<file path="src/core/cis_pkg.sv">
// Package for the instruction cycle sequencer: opcodes, widths, reset values.
package cis_pkg;
  localparam int          ADDR_W          = 16;
  localparam int          DATA_W          = 8;
  localparam logic [7:0]  OP_STORE_DIR    = 8'hb7;
  localparam logic [7:0]  OP_LOAD_IMM     = 8'ha6;
  localparam logic [7:0]  OP_BRANCH_PLUS  = 8'h2a;
  // Bit-test branches: 0000_bbb0 = branch if bit set, 0000_bbb1 = branch if bit clear
  localparam logic [3:0]  OP_BITBR_HI     = 4'h0;
  localparam logic [7:0]  DIRECT_PAGE     = 8'h00;
  localparam logic [15:0] PC_RESET        = 16'h0000;
  localparam logic [7:0]  ACC_RESET       = 8'h00;
  localparam logic [4:0]  FLAGS_RESET     = 5'h00;
  localparam int          FLAG_N_POS      = 2;
  localparam int          FLAG_Z_POS      = 1;

  typedef enum logic [3:0] {
    CIS_FETCH   = 4'b0000,
    CIS_STA_LO  = 4'b0001,
    CIS_STA_BLD = 4'b0010,
    CIS_STA_WR  = 4'b0011,
    CIS_LDA_IMM = 4'b0100,
    CIS_BR_OFS  = 4'b0101,
    CIS_BR_EXE  = 4'b0110,
    CIS_BT_ADR  = 4'b0111,
    CIS_BT_RD   = 4'b1000,
    CIS_BT_OFS  = 4'b1001,
    CIS_BT_EXE  = 4'b1010,
    CIS_HALT    = 4'b1011
  } cis_state_e;
endpackage

</file>
<file path="src/core/cis_branch_calc.sv">
// Branch target adder: signed offset added to the advanced program counter.
`timescale 1ns/1ps
`default_nettype none
module cis_branch_calc #(
  parameter int ADDR_W = 16
) (
  input  wire logic [ADDR_W-1:0] pc_after,
  input  wire logic [7:0]        offset,
  input  wire logic              take,
  output logic      [ADDR_W-1:0] pc_next
);
  wire logic [ADDR_W-1:0] offset_ext = {{(ADDR_W-8){offset[7]}}, offset};
  wire logic [ADDR_W-1:0] target     = ADDR_W'(pc_after + offset_ext);
  // pc_after already points past the whole branch, so fall-through is free
  assign pc_next = take ? target : pc_after;
endmodule
`default_nettype wire

</file>
<file path="src/core/cis_sequencer.sv">
// Cycle sequencer for store-direct, load-immediate and conditional branch instructions.
`timescale 1ns/1ps
`default_nettype none
module cis_sequencer
  import cis_pkg::*;
#(
  parameter int AW = cis_pkg::ADDR_W
) (
  input  wire logic                     core_clk,
  input  wire logic                     reset_n,
  input  wire logic [cis_pkg::DATA_W-1:0] mem_rdata,
  output logic      [AW-1:0]            bus_addr,
  output logic      [cis_pkg::DATA_W-1:0] bus_wdata,
  output logic                          bus_write,
  output logic                          bus_read,
  output logic      [7:0]               acc,
  output logic      [4:0]               condition_flags_reg,
  output logic      [AW-1:0]            pc,
  output logic                          unknown_op
);
  import cis_pkg::*;

  cis_state_e  state;
  cis_state_e  next_state;
  logic [7:0]  opcode;
  logic [7:0]  addr_lo;
  logic [7:0]  test_byte;
  logic [7:0]  offset;

  // Opcode decode
  wire logic is_store      = (mem_rdata == OP_STORE_DIR);
  wire logic is_load       = (mem_rdata == OP_LOAD_IMM);
  wire logic is_plus       = (mem_rdata == OP_BRANCH_PLUS);
  wire logic is_bittest    = (mem_rdata[7:4] == OP_BITBR_HI);
  wire logic [2:0] bit_sel = opcode[3:1];
  wire logic want_clear    = opcode[0];
  wire logic sel_bit       = test_byte[bit_sel];
  wire logic [AW-1:0] pc_inc = AW'(pc + 1'b1);
  wire logic [AW-1:0] direct_addr = {{(AW-16){1'b0}}, DIRECT_PAGE, addr_lo};

  // Condition of the pending branch
  wire logic plus_take   = ~condition_flags_reg[FLAG_N_POS];
  wire logic bit_take    = want_clear ? ~sel_bit : sel_bit;
  wire logic branch_take = (state == CIS_BT_EXE) ? bit_take : plus_take;
  wire logic [AW-1:0] branch_pc;

  cis_branch_calc #(
    .ADDR_W (AW)
  ) u_calc (
    .pc_after (pc),
    .offset   (offset),
    .take     (branch_take),
    .pc_next  (branch_pc)
  );

  always_comb begin
    next_state = state;
    unique case (state)
      CIS_FETCH: begin
        if (is_store)
          next_state = CIS_STA_LO;
        else if (is_load)
          next_state = CIS_LDA_IMM;
        else if (is_plus)
          next_state = CIS_BR_OFS;
        else if (is_bittest)
          next_state = CIS_BT_ADR;
        else
          next_state = CIS_HALT;
      end
      CIS_STA_LO:  next_state = CIS_STA_BLD;
      CIS_STA_BLD: next_state = CIS_STA_WR;
      CIS_STA_WR:  next_state = CIS_FETCH;
      CIS_LDA_IMM: next_state = CIS_FETCH;
      CIS_BR_OFS:  next_state = CIS_BR_EXE;
      CIS_BR_EXE:  next_state = CIS_FETCH;
      CIS_BT_ADR:  next_state = CIS_BT_RD;
      CIS_BT_RD:   next_state = CIS_BT_OFS;
      CIS_BT_OFS:  next_state = CIS_BT_EXE;
      CIS_BT_EXE:  next_state = CIS_FETCH;
      CIS_HALT:    next_state = CIS_HALT;
      default:     next_state = CIS_HALT;
    endcase
  end

  // Program counter for the coming cycle; each fetched byte but an opcode that leads to CIS_HALT advances it exactly once.
  // The bus address is taken from it too, so the operand fetch never repeats the opcode address.
  logic [AW-1:0] next_pc;
  always_comb begin
    next_pc = pc;
    unique case (state)
      CIS_FETCH:   if (next_state != CIS_HALT) next_pc = pc_inc;
      CIS_STA_LO:  next_pc = pc;
      CIS_STA_BLD: next_pc = pc_inc;
      CIS_LDA_IMM: next_pc = pc_inc;
      CIS_BR_OFS:  next_pc = pc_inc;
      CIS_BT_ADR:  next_pc = pc_inc;
      CIS_BT_OFS:  next_pc = pc_inc;
      CIS_BR_EXE, CIS_BT_EXE: next_pc = branch_pc;
      default:     next_pc = pc;
    endcase
  end

  // Bus outputs for the coming cycle, registered so every port is a flop
  logic [AW-1:0] next_addr;
  logic          next_write;
  logic          next_read;
  always_comb begin
    next_addr  = next_pc;
    next_write = 1'b0;
    next_read  = 1'b1;
    unique case (next_state)
      CIS_STA_BLD: next_read = 1'b0;
      CIS_STA_WR: begin
        next_addr  = {{(AW-16){1'b0}}, DIRECT_PAGE, addr_lo};
        next_write = 1'b1;
        next_read  = 1'b0;
      end
      CIS_BT_RD:  next_read = 1'b1;
      CIS_BR_EXE, CIS_BT_EXE, CIS_HALT: next_read = 1'b0;
      default: ;
    endcase
  end

  // Address low byte arrives in CIS_BT_ADR; bus then points at it
  wire logic [AW-1:0] bt_addr = {{(AW-16){1'b0}}, DIRECT_PAGE, mem_rdata};

  always_ff @(posedge core_clk) begin
    if (!reset_n) begin
      state     <= CIS_FETCH;
      bus_addr  <= PC_RESET;
      bus_read  <= 1'b1;
      bus_write <= 1'b0;
      bus_wdata <= ACC_RESET;
    end else begin
      state     <= next_state;
      bus_addr  <= (next_state == CIS_BT_RD) ? bt_addr : next_addr;
      bus_read  <= next_read;
      bus_write <= next_write;
      bus_wdata <= (next_state == CIS_STA_WR) ? acc : ACC_RESET;
    end
  end

  // Program counter register
  always_ff @(posedge core_clk) begin
    if (!reset_n)
      pc <= PC_RESET;
    else
      pc <= next_pc;
  end

  // Operand capture
  always_ff @(posedge core_clk) begin
    if (!reset_n) begin
      opcode    <= 8'h00;
      addr_lo   <= 8'h00;
      test_byte <= 8'h00;
      offset    <= 8'h00;
    end else begin
      if (state == CIS_FETCH)
        opcode <= mem_rdata;
      if (state == CIS_STA_LO || state == CIS_BT_ADR)
        addr_lo <= mem_rdata;
      if (state == CIS_BT_RD)
        test_byte <= mem_rdata;
      if (state == CIS_BR_OFS || state == CIS_BT_OFS)
        offset <= mem_rdata;
    end
  end

  // Accumulator and flags; only N and Z move on a load
  always_ff @(posedge core_clk) begin
    if (!reset_n) begin
      acc                 <= ACC_RESET;
      condition_flags_reg <= FLAGS_RESET;
    end else if (state == CIS_LDA_IMM) begin
      acc <= mem_rdata;
      condition_flags_reg[FLAG_Z_POS] <= (mem_rdata == 8'h00);
      condition_flags_reg[FLAG_N_POS] <= mem_rdata[7];
    end
  end

  // Unsupported opcodes park the sequencer; only reset recovers it
  always_ff @(posedge core_clk) begin
    if (!reset_n)
      unknown_op <= 1'b0;
    else
      unknown_op <= (next_state == CIS_HALT);
  end
endmodule
`default_nettype wire

</file>
<file path="config.mk">
export PLATFORM = sky130hd
export DESIGN_NAME = cis_sequencer
export DESIGN_NICKNAME = d
export VERILOG_FILES = /design/src/core/cis_pkg.sv /design/src/core/cis_branch_calc.sv /design/src/core/cis_sequencer.sv
export SDC_FILE = /design/constraint.sdc
export NUM_CORES = 1
export LEC_CHECK = 0
export BUFFER_PORTS_ARGS = -buffer_cell sky130_fd_sc_hd__buf_2
export CAP_MARGIN = 20
export CORE_MARGIN = 4
export CORE_UTILIZATION = 58
export DETAILED_ROUTE_END_ITERATION = 8
export PLACE_DENSITY = 0.84
export SLEW_MARGIN = 20
export SYNTH_ARGS = -nofsm -noshare
export SYNTH_HDL_FRONTEND = slang
export SYNTH_SLANG_ARGS = --single-unit
export TNS_END_PERCENT = 5
</file>
<file path="constraint.sdc">
create_clock -name core_clk -period 5.38 [get_ports core_clk]
set_input_delay 1.614 -clock core_clk [delete_from_list [all_inputs] [get_ports core_clk]]
set_output_delay 1.614 -clock core_clk [all_outputs]
set_load 0.02 [all_outputs]
</file>
After elaboration in Yosys (flattened, before gate mapping)
Index checks and enable logic that the tools add are counted.

Bits in registers: 85. Input port bits: 10. Memory bits (read-only): 0. Output and inout port bits: 56. Latch bits: 0. Logic and storage cells: 67. Memories: 0. Memory bits (writable): 0.

Reductions and logical operators: 11. Bitwise gates (word level): 3. Add/sub/neg operators: 2. Multiply operators: 0. Equal/unequal tests: 20. Multiplexer cells: 16. Magnitude comparators: 1. Shift-type cells: 0. Divide/modulo/power cells: 0.

Operator list (number): one-hot mux 16 bit (3 select lines) (1); two-way mux 16 bit (2); one-hot mux 4 bit (8 select lines) (1); equality test 4 bit, second input constant (6); equality test 4 x 3 -> 1 bit, second input constant (5); adder 16 x 1 -> 16 bit, second input constant (1); adder 16 bit (1); equality test 4 x 2 -> 1 bit, second input constant (4); equality test 8 bit, second input constant (2); two-way mux 4 bit (4); two-way mux 8 bit (2); OR reduction 5 bit (2); equality test 8 x 6 -> 1 bit, second input constant (1); logical NOT 4 bit (2); logical NOT 8 bit (1); two-way mux 1 bit (5); equality test 4 x 1 -> 1 bit, second input constant (1); < comparator 3 x 4 -> 1 bit, second input constant (1); inequality test 4 bit, second input constant (1); OR reduction 4 bit (1); binary-select mux 1 bit (select 3 bit) (1); inverter 1 bit (3); OR reduction 3 bit (1); logical OR 1 bit (2); other kinds (2) (2).

Logic depth before layout (Yosys ltp)
Depth after elaboration: 11. Mapped depth: 10. Gate-level depth less buffers: 9.

By module
A second synthesis with hierarchy kept.

Cells, all modules: 580. Area total of the unflattened synthesis: 4843.4 µm².

Modules (own cells, without submodules): cis_sequencer (cells each 465, sequential area each 1681.6 µm², area each 3940.0 µm², instances 1); cis_branch_calc (cells each 115, sequential area each 0.0 µm², area each 903.4 µm², instances 1).

Least setup slack after synthesis
No wires, ideal clock.

Kind: input to register. From: in mem_rdata[7] in the netlist's numbering. To: reg bus_addr[13]. Data required time: 5.285 ns. Slack: 1.748 ns. Setup time: 0.095 ns. Buffers on the path: 2. Data arrival time: 3.537 ns. Stages on the path: 9. Cell sequence: buf_2 or3b_4 o31ai_4 nor2_2 o211a_4 nand2b_4 buf_6 or4_1 o311ai_1.

Longest elaborated chain between the ends: 9. Elaborated cells between the ends (all ways): 15. Those cells by class: 6 x eq/ne; 7 x mux; 2 x reduce/logical.

Ends and longest elaborated chain: start, declared (RTL line cis_sequencer.sv:11) `input wire logic [cis_pkg::DATA_W-1:0] mem_rdata,`; logical NOT 4 bit (RTL line cis_sequencer.sv:34) `wire logic is_bittest = (mem_rdata[7:4] == OP_BITBR_HI);`; two-way mux 4 bit (RTL line cis_sequencer.sv:66) `else if (is_bittest)`; two-way mux 4 bit (RTL line cis_sequencer.sv:64) `else if (is_plus)`; two-way mux 4 bit (RTL line cis_sequencer.sv:62) `else if (is_load)`; two-way mux 4 bit * (RTL line cis_sequencer.sv:60) `if (is_store)`; one-hot mux 4 bit (8 select lines) * (RTL line cis_sequencer.sv:58) `unique case (state)`; inequality test 4 bit (RTL line cis_sequencer.sv:92) `CIS_FETCH: if (next_state != CIS_HALT) next_pc = pc_inc;`; two-way mux 16 bit (RTL line cis_sequencer.sv:92); one-hot mux 16 bit (3 select lines) (RTL line cis_sequencer.sv:91) `unique case (state)`; end signal, assigned (RTL line cis_sequencer.sv:137) `bus_addr <= (next_state == CIS_BT_RD) ? bt_addr : next_addr;`; end, declared (RTL line cis_sequencer.sv:12) `output logic [AW-1:0] bus_addr,`.

Mark *: on every way between the ends. The rest lies on a longest branch, timed or not. A chain may end at the register's enable or synchronous reset.

Final worst setup path
From: in mem_rdata[4] in the netlist's numbering. To: reg bus_addr[15].

Same word-level chain as after synthesis.

==> run summary <==
Iter 0 DRT Violations -> 415
RD Place Congestion -> 0.9693
Syn-to-layout area delta -> 9.963%
Synth Cell Area -> 4747 um^2
fin. max-slew vios -> 0
combinational group share of total power -> 42.7%
die span in x -> 98.47 um
CP required -> 5.65 ns
final hold vios -> 0
Clock Skews -> 0.01285 ns
cell taking the most area after synthesis -> dfxtp_1
met3 usage -> 5.166%
gr ovfl total -> 0
die height -> 98.47 um
Synth Register Bits -> 84
fin crit share -> 69.27%
PwrDens -> 431.6 nW/um^2
status -> completed
Async S/R FF share, synth -> 0%
dpl hpwl -> 8.648 mm
Largest regs -> bus_addr x16, pc x16
Post-synth EDFFs -> 0
Setup TNS -> 0 ns
Slew @ Worst Pin -> 0.8772 ns
port bufs -> 62
CTS root buffer -> clkbuf_8
Num CTS Buffers -> 9
worst stage delay on the critical path -> 0.61 ns
final core occ -> 66.52%
Finished Layout Cells -> 708
leakage power -> 2.225 nW
critical path data arrival time -> 4.00 ns
final net count -> 628
met2 Usage GRT -> 38.79%
setup ws final -> 1.653 ns
most common cell in the synthesized netlist -> dfxtp_1
largest net degree at the start of global routing -> 56
first-pass GRT wire length -> 19.87 mm
worst-skew pair later-pin latency -> 0.36 ns
drt wl/cell -> 17.26 um
initial antenna violation count -> 0
cell count after synthesis -> 560
hold slack -> 0.4630 ns
DRT antenna net count -> 0
clock tree sinks -> 84
clk slew on worst S/H paths -> 0.10 ns
Max rail drop VDD -> 0.2131 mV
drt first pass iters -> 6
vias in the first global route -> 4003
Max Cap Viol -> 0
crit-path cells -> buf_2 -> nor4_2 -> a211oi_1 -> a211o_1 -> o211a_4 -> nor2_2 -> a221oi_1 -> nor4_1
largest fanout on the critical path -> 18
Seq/Total Area, Yosys -> 35.42%
Most Crowded Layer GR -> met2
syn avg cell area -> 8.477 um^2
Max clock buf depth -> 2
crit path capture type -> flip-flop
Area contributors post-synth -> dfxtp_1 (35%), mux2i_1 (5.1%), nand2_1 (4.9%), a21oi_1 (4.4%), ha_1 (4.2%)
Post-CTS Setup Bufs -> 0
IO Pins -> 66
slew margin rel. -> 40.91%
remaining routing DRC violations -> 0
Pint -> 1.277 mW
dpl cells -> 692
Top delay family on crit path -> simple AND/OR/NAND/NOR gates
sequential share of power -> 36.4%
die area -> 9696 um^2
switching share of power -> 43.34%
initial core utilization -> 60.49%
final WL -> 12.22 mm
clock network fraction of total power -> 20.9%
DR vias -> 4431
core area -> 7848 um^2
sum of buffers and inverters on the critical path -> 1
Via-to-Cell Ratio -> 6.258
Post-CTS Hold Buffers -> 0
Hold/Removal Path Class -> reg -> reg
Tot GR Track Use -> 24.92%
pre-CTS WS -> 1.324 ns
minimum clock period -> 3.727 ns
layout cells sized above 1 -> 17.16%
Crit Path Class -> in -> reg
Max Freq -> 0.2683 GHz
Primary FF master, synth -> dfxtp_1
slowest stage cell, crit path -> nor2_2
grt met1 use -> 34.27%
RSZ-0062 raised after global routing -> no
library cells used by synthesis -> 75
H-tree levels -> 3
# rows -> 32
yosys warns -> 0
Sw Pwr -> 0.9765 mW
CTS resizes -> 0
top-area cell type share of the netlist area -> 35.42%
Antenna diodes -> 0
reg2reg setup slack -> 2.03 ns
Setup crit start kind -> input pin
final number of setup-violating endpoints -> 0
CTS tree -> done
Post-synth top cells -> dfxtp_1 (84), nand2_1 (62), nor2_1 (53)
## final timing paths
kind           startpoint            to  cells past startpoint
min reg2reg  test_byte[4]  test_byte[4]                      2
min          test_byte[4]  test_byte[4]                      2
max reg2reg         pc[0]  bus_addr[14]                     10
max          mem_rdata[4]  bus_addr[15]                      8
## power by group through the flow
stage	logic, mW	clock network (mW)	registers, mW
3_5_place_dp	0.944	0	0.830
3_3_place_gp	0.922	0	0.827
5_1_grt	1.05	0.506	0.834
2_1_floorplan	0.751	0	0.812
4_1_cts	0.947	0.479	0.816
6_report	0.962	0.471	0.820
## per-stage QoR
step,power (mW),area [um^2]
after detailed placement,1.774,5016
after global placement,1.748,5016
after global routing,2.387,5220
final,2.253,5220
after CTS,2.242,5220
after floorplan,1.563,4755
## worst reg2reg max path, stage by stage, from the launching register on
cell	delay, ns
dfxtp_1	0.39
ha_1	0.25
fa_1	0.42
a21oi_1	0.20
o311ai_0	0.16
buf_4	0.18
a2111oi_0	0.64
o22ai_1	0.23
mux2_2	0.33
a2111oi_2	0.35
nor2_1	0.08
## logic make-up after synthesis
| group | Yosys count | share of synthesized area (%) |
|---|---|---|
| adder cells (fa/ha/maj) | 17 | 4.639 |
| multiplexers | 28 | 6.484 |
| buffers and inverters | 49 | 5.219 |
| AO/OA/AOI/OAI | 143 | 20.85 |
| other | 1 | 0.07900 |
| flip-flops | 84 | 35.42 |
| AND/OR/NAND/NOR | 226 | 25.09 |
| XOR/XNOR | 12 | 2.214 |
## placed cells by master (no fill, tap or decap), drive strengths merged, types with 6 or more instances in the layout
cell	netlist	layout
dfxtp	84	84
buf	22	66
nand2	62	62
nor2	55	55
a21oi	42	42
mux2i	24	24
o21ai	22	22
nand3	20	20
and3	17	17
ha	16	16
inv	11	15
and2	13	13
a31oi	11	11
xnor2	9	9
clkbuf	16	9
nor4	9	9
nand3b	8	8
a211oi	7	7
nand2b	7	7
a22oi	6	6
o21a	6	6
nor3	6	6
## cell type report
type | instances | area, um^2
Clock buffer | 9 | 123.9
Fill cell | 687 | 2628
Inverter | 11 | 41.29
Multi-Input combinational cell | 429 | 2825
Timing Repair Buffer | 66 | 340.3
Tap cell | 102 | 127.6
Sequential cell | 84 | 1682
Clock inverter | 7 | 80.08
## layer usage
layer,share of wire (%),vias to the layer above
met5,0,-
met2,46,199
li1,-,2126
met3,7.4,32
met4,2.2,0
met1,44,2074
No activity file was read; power rests on OpenSTA's default activity.
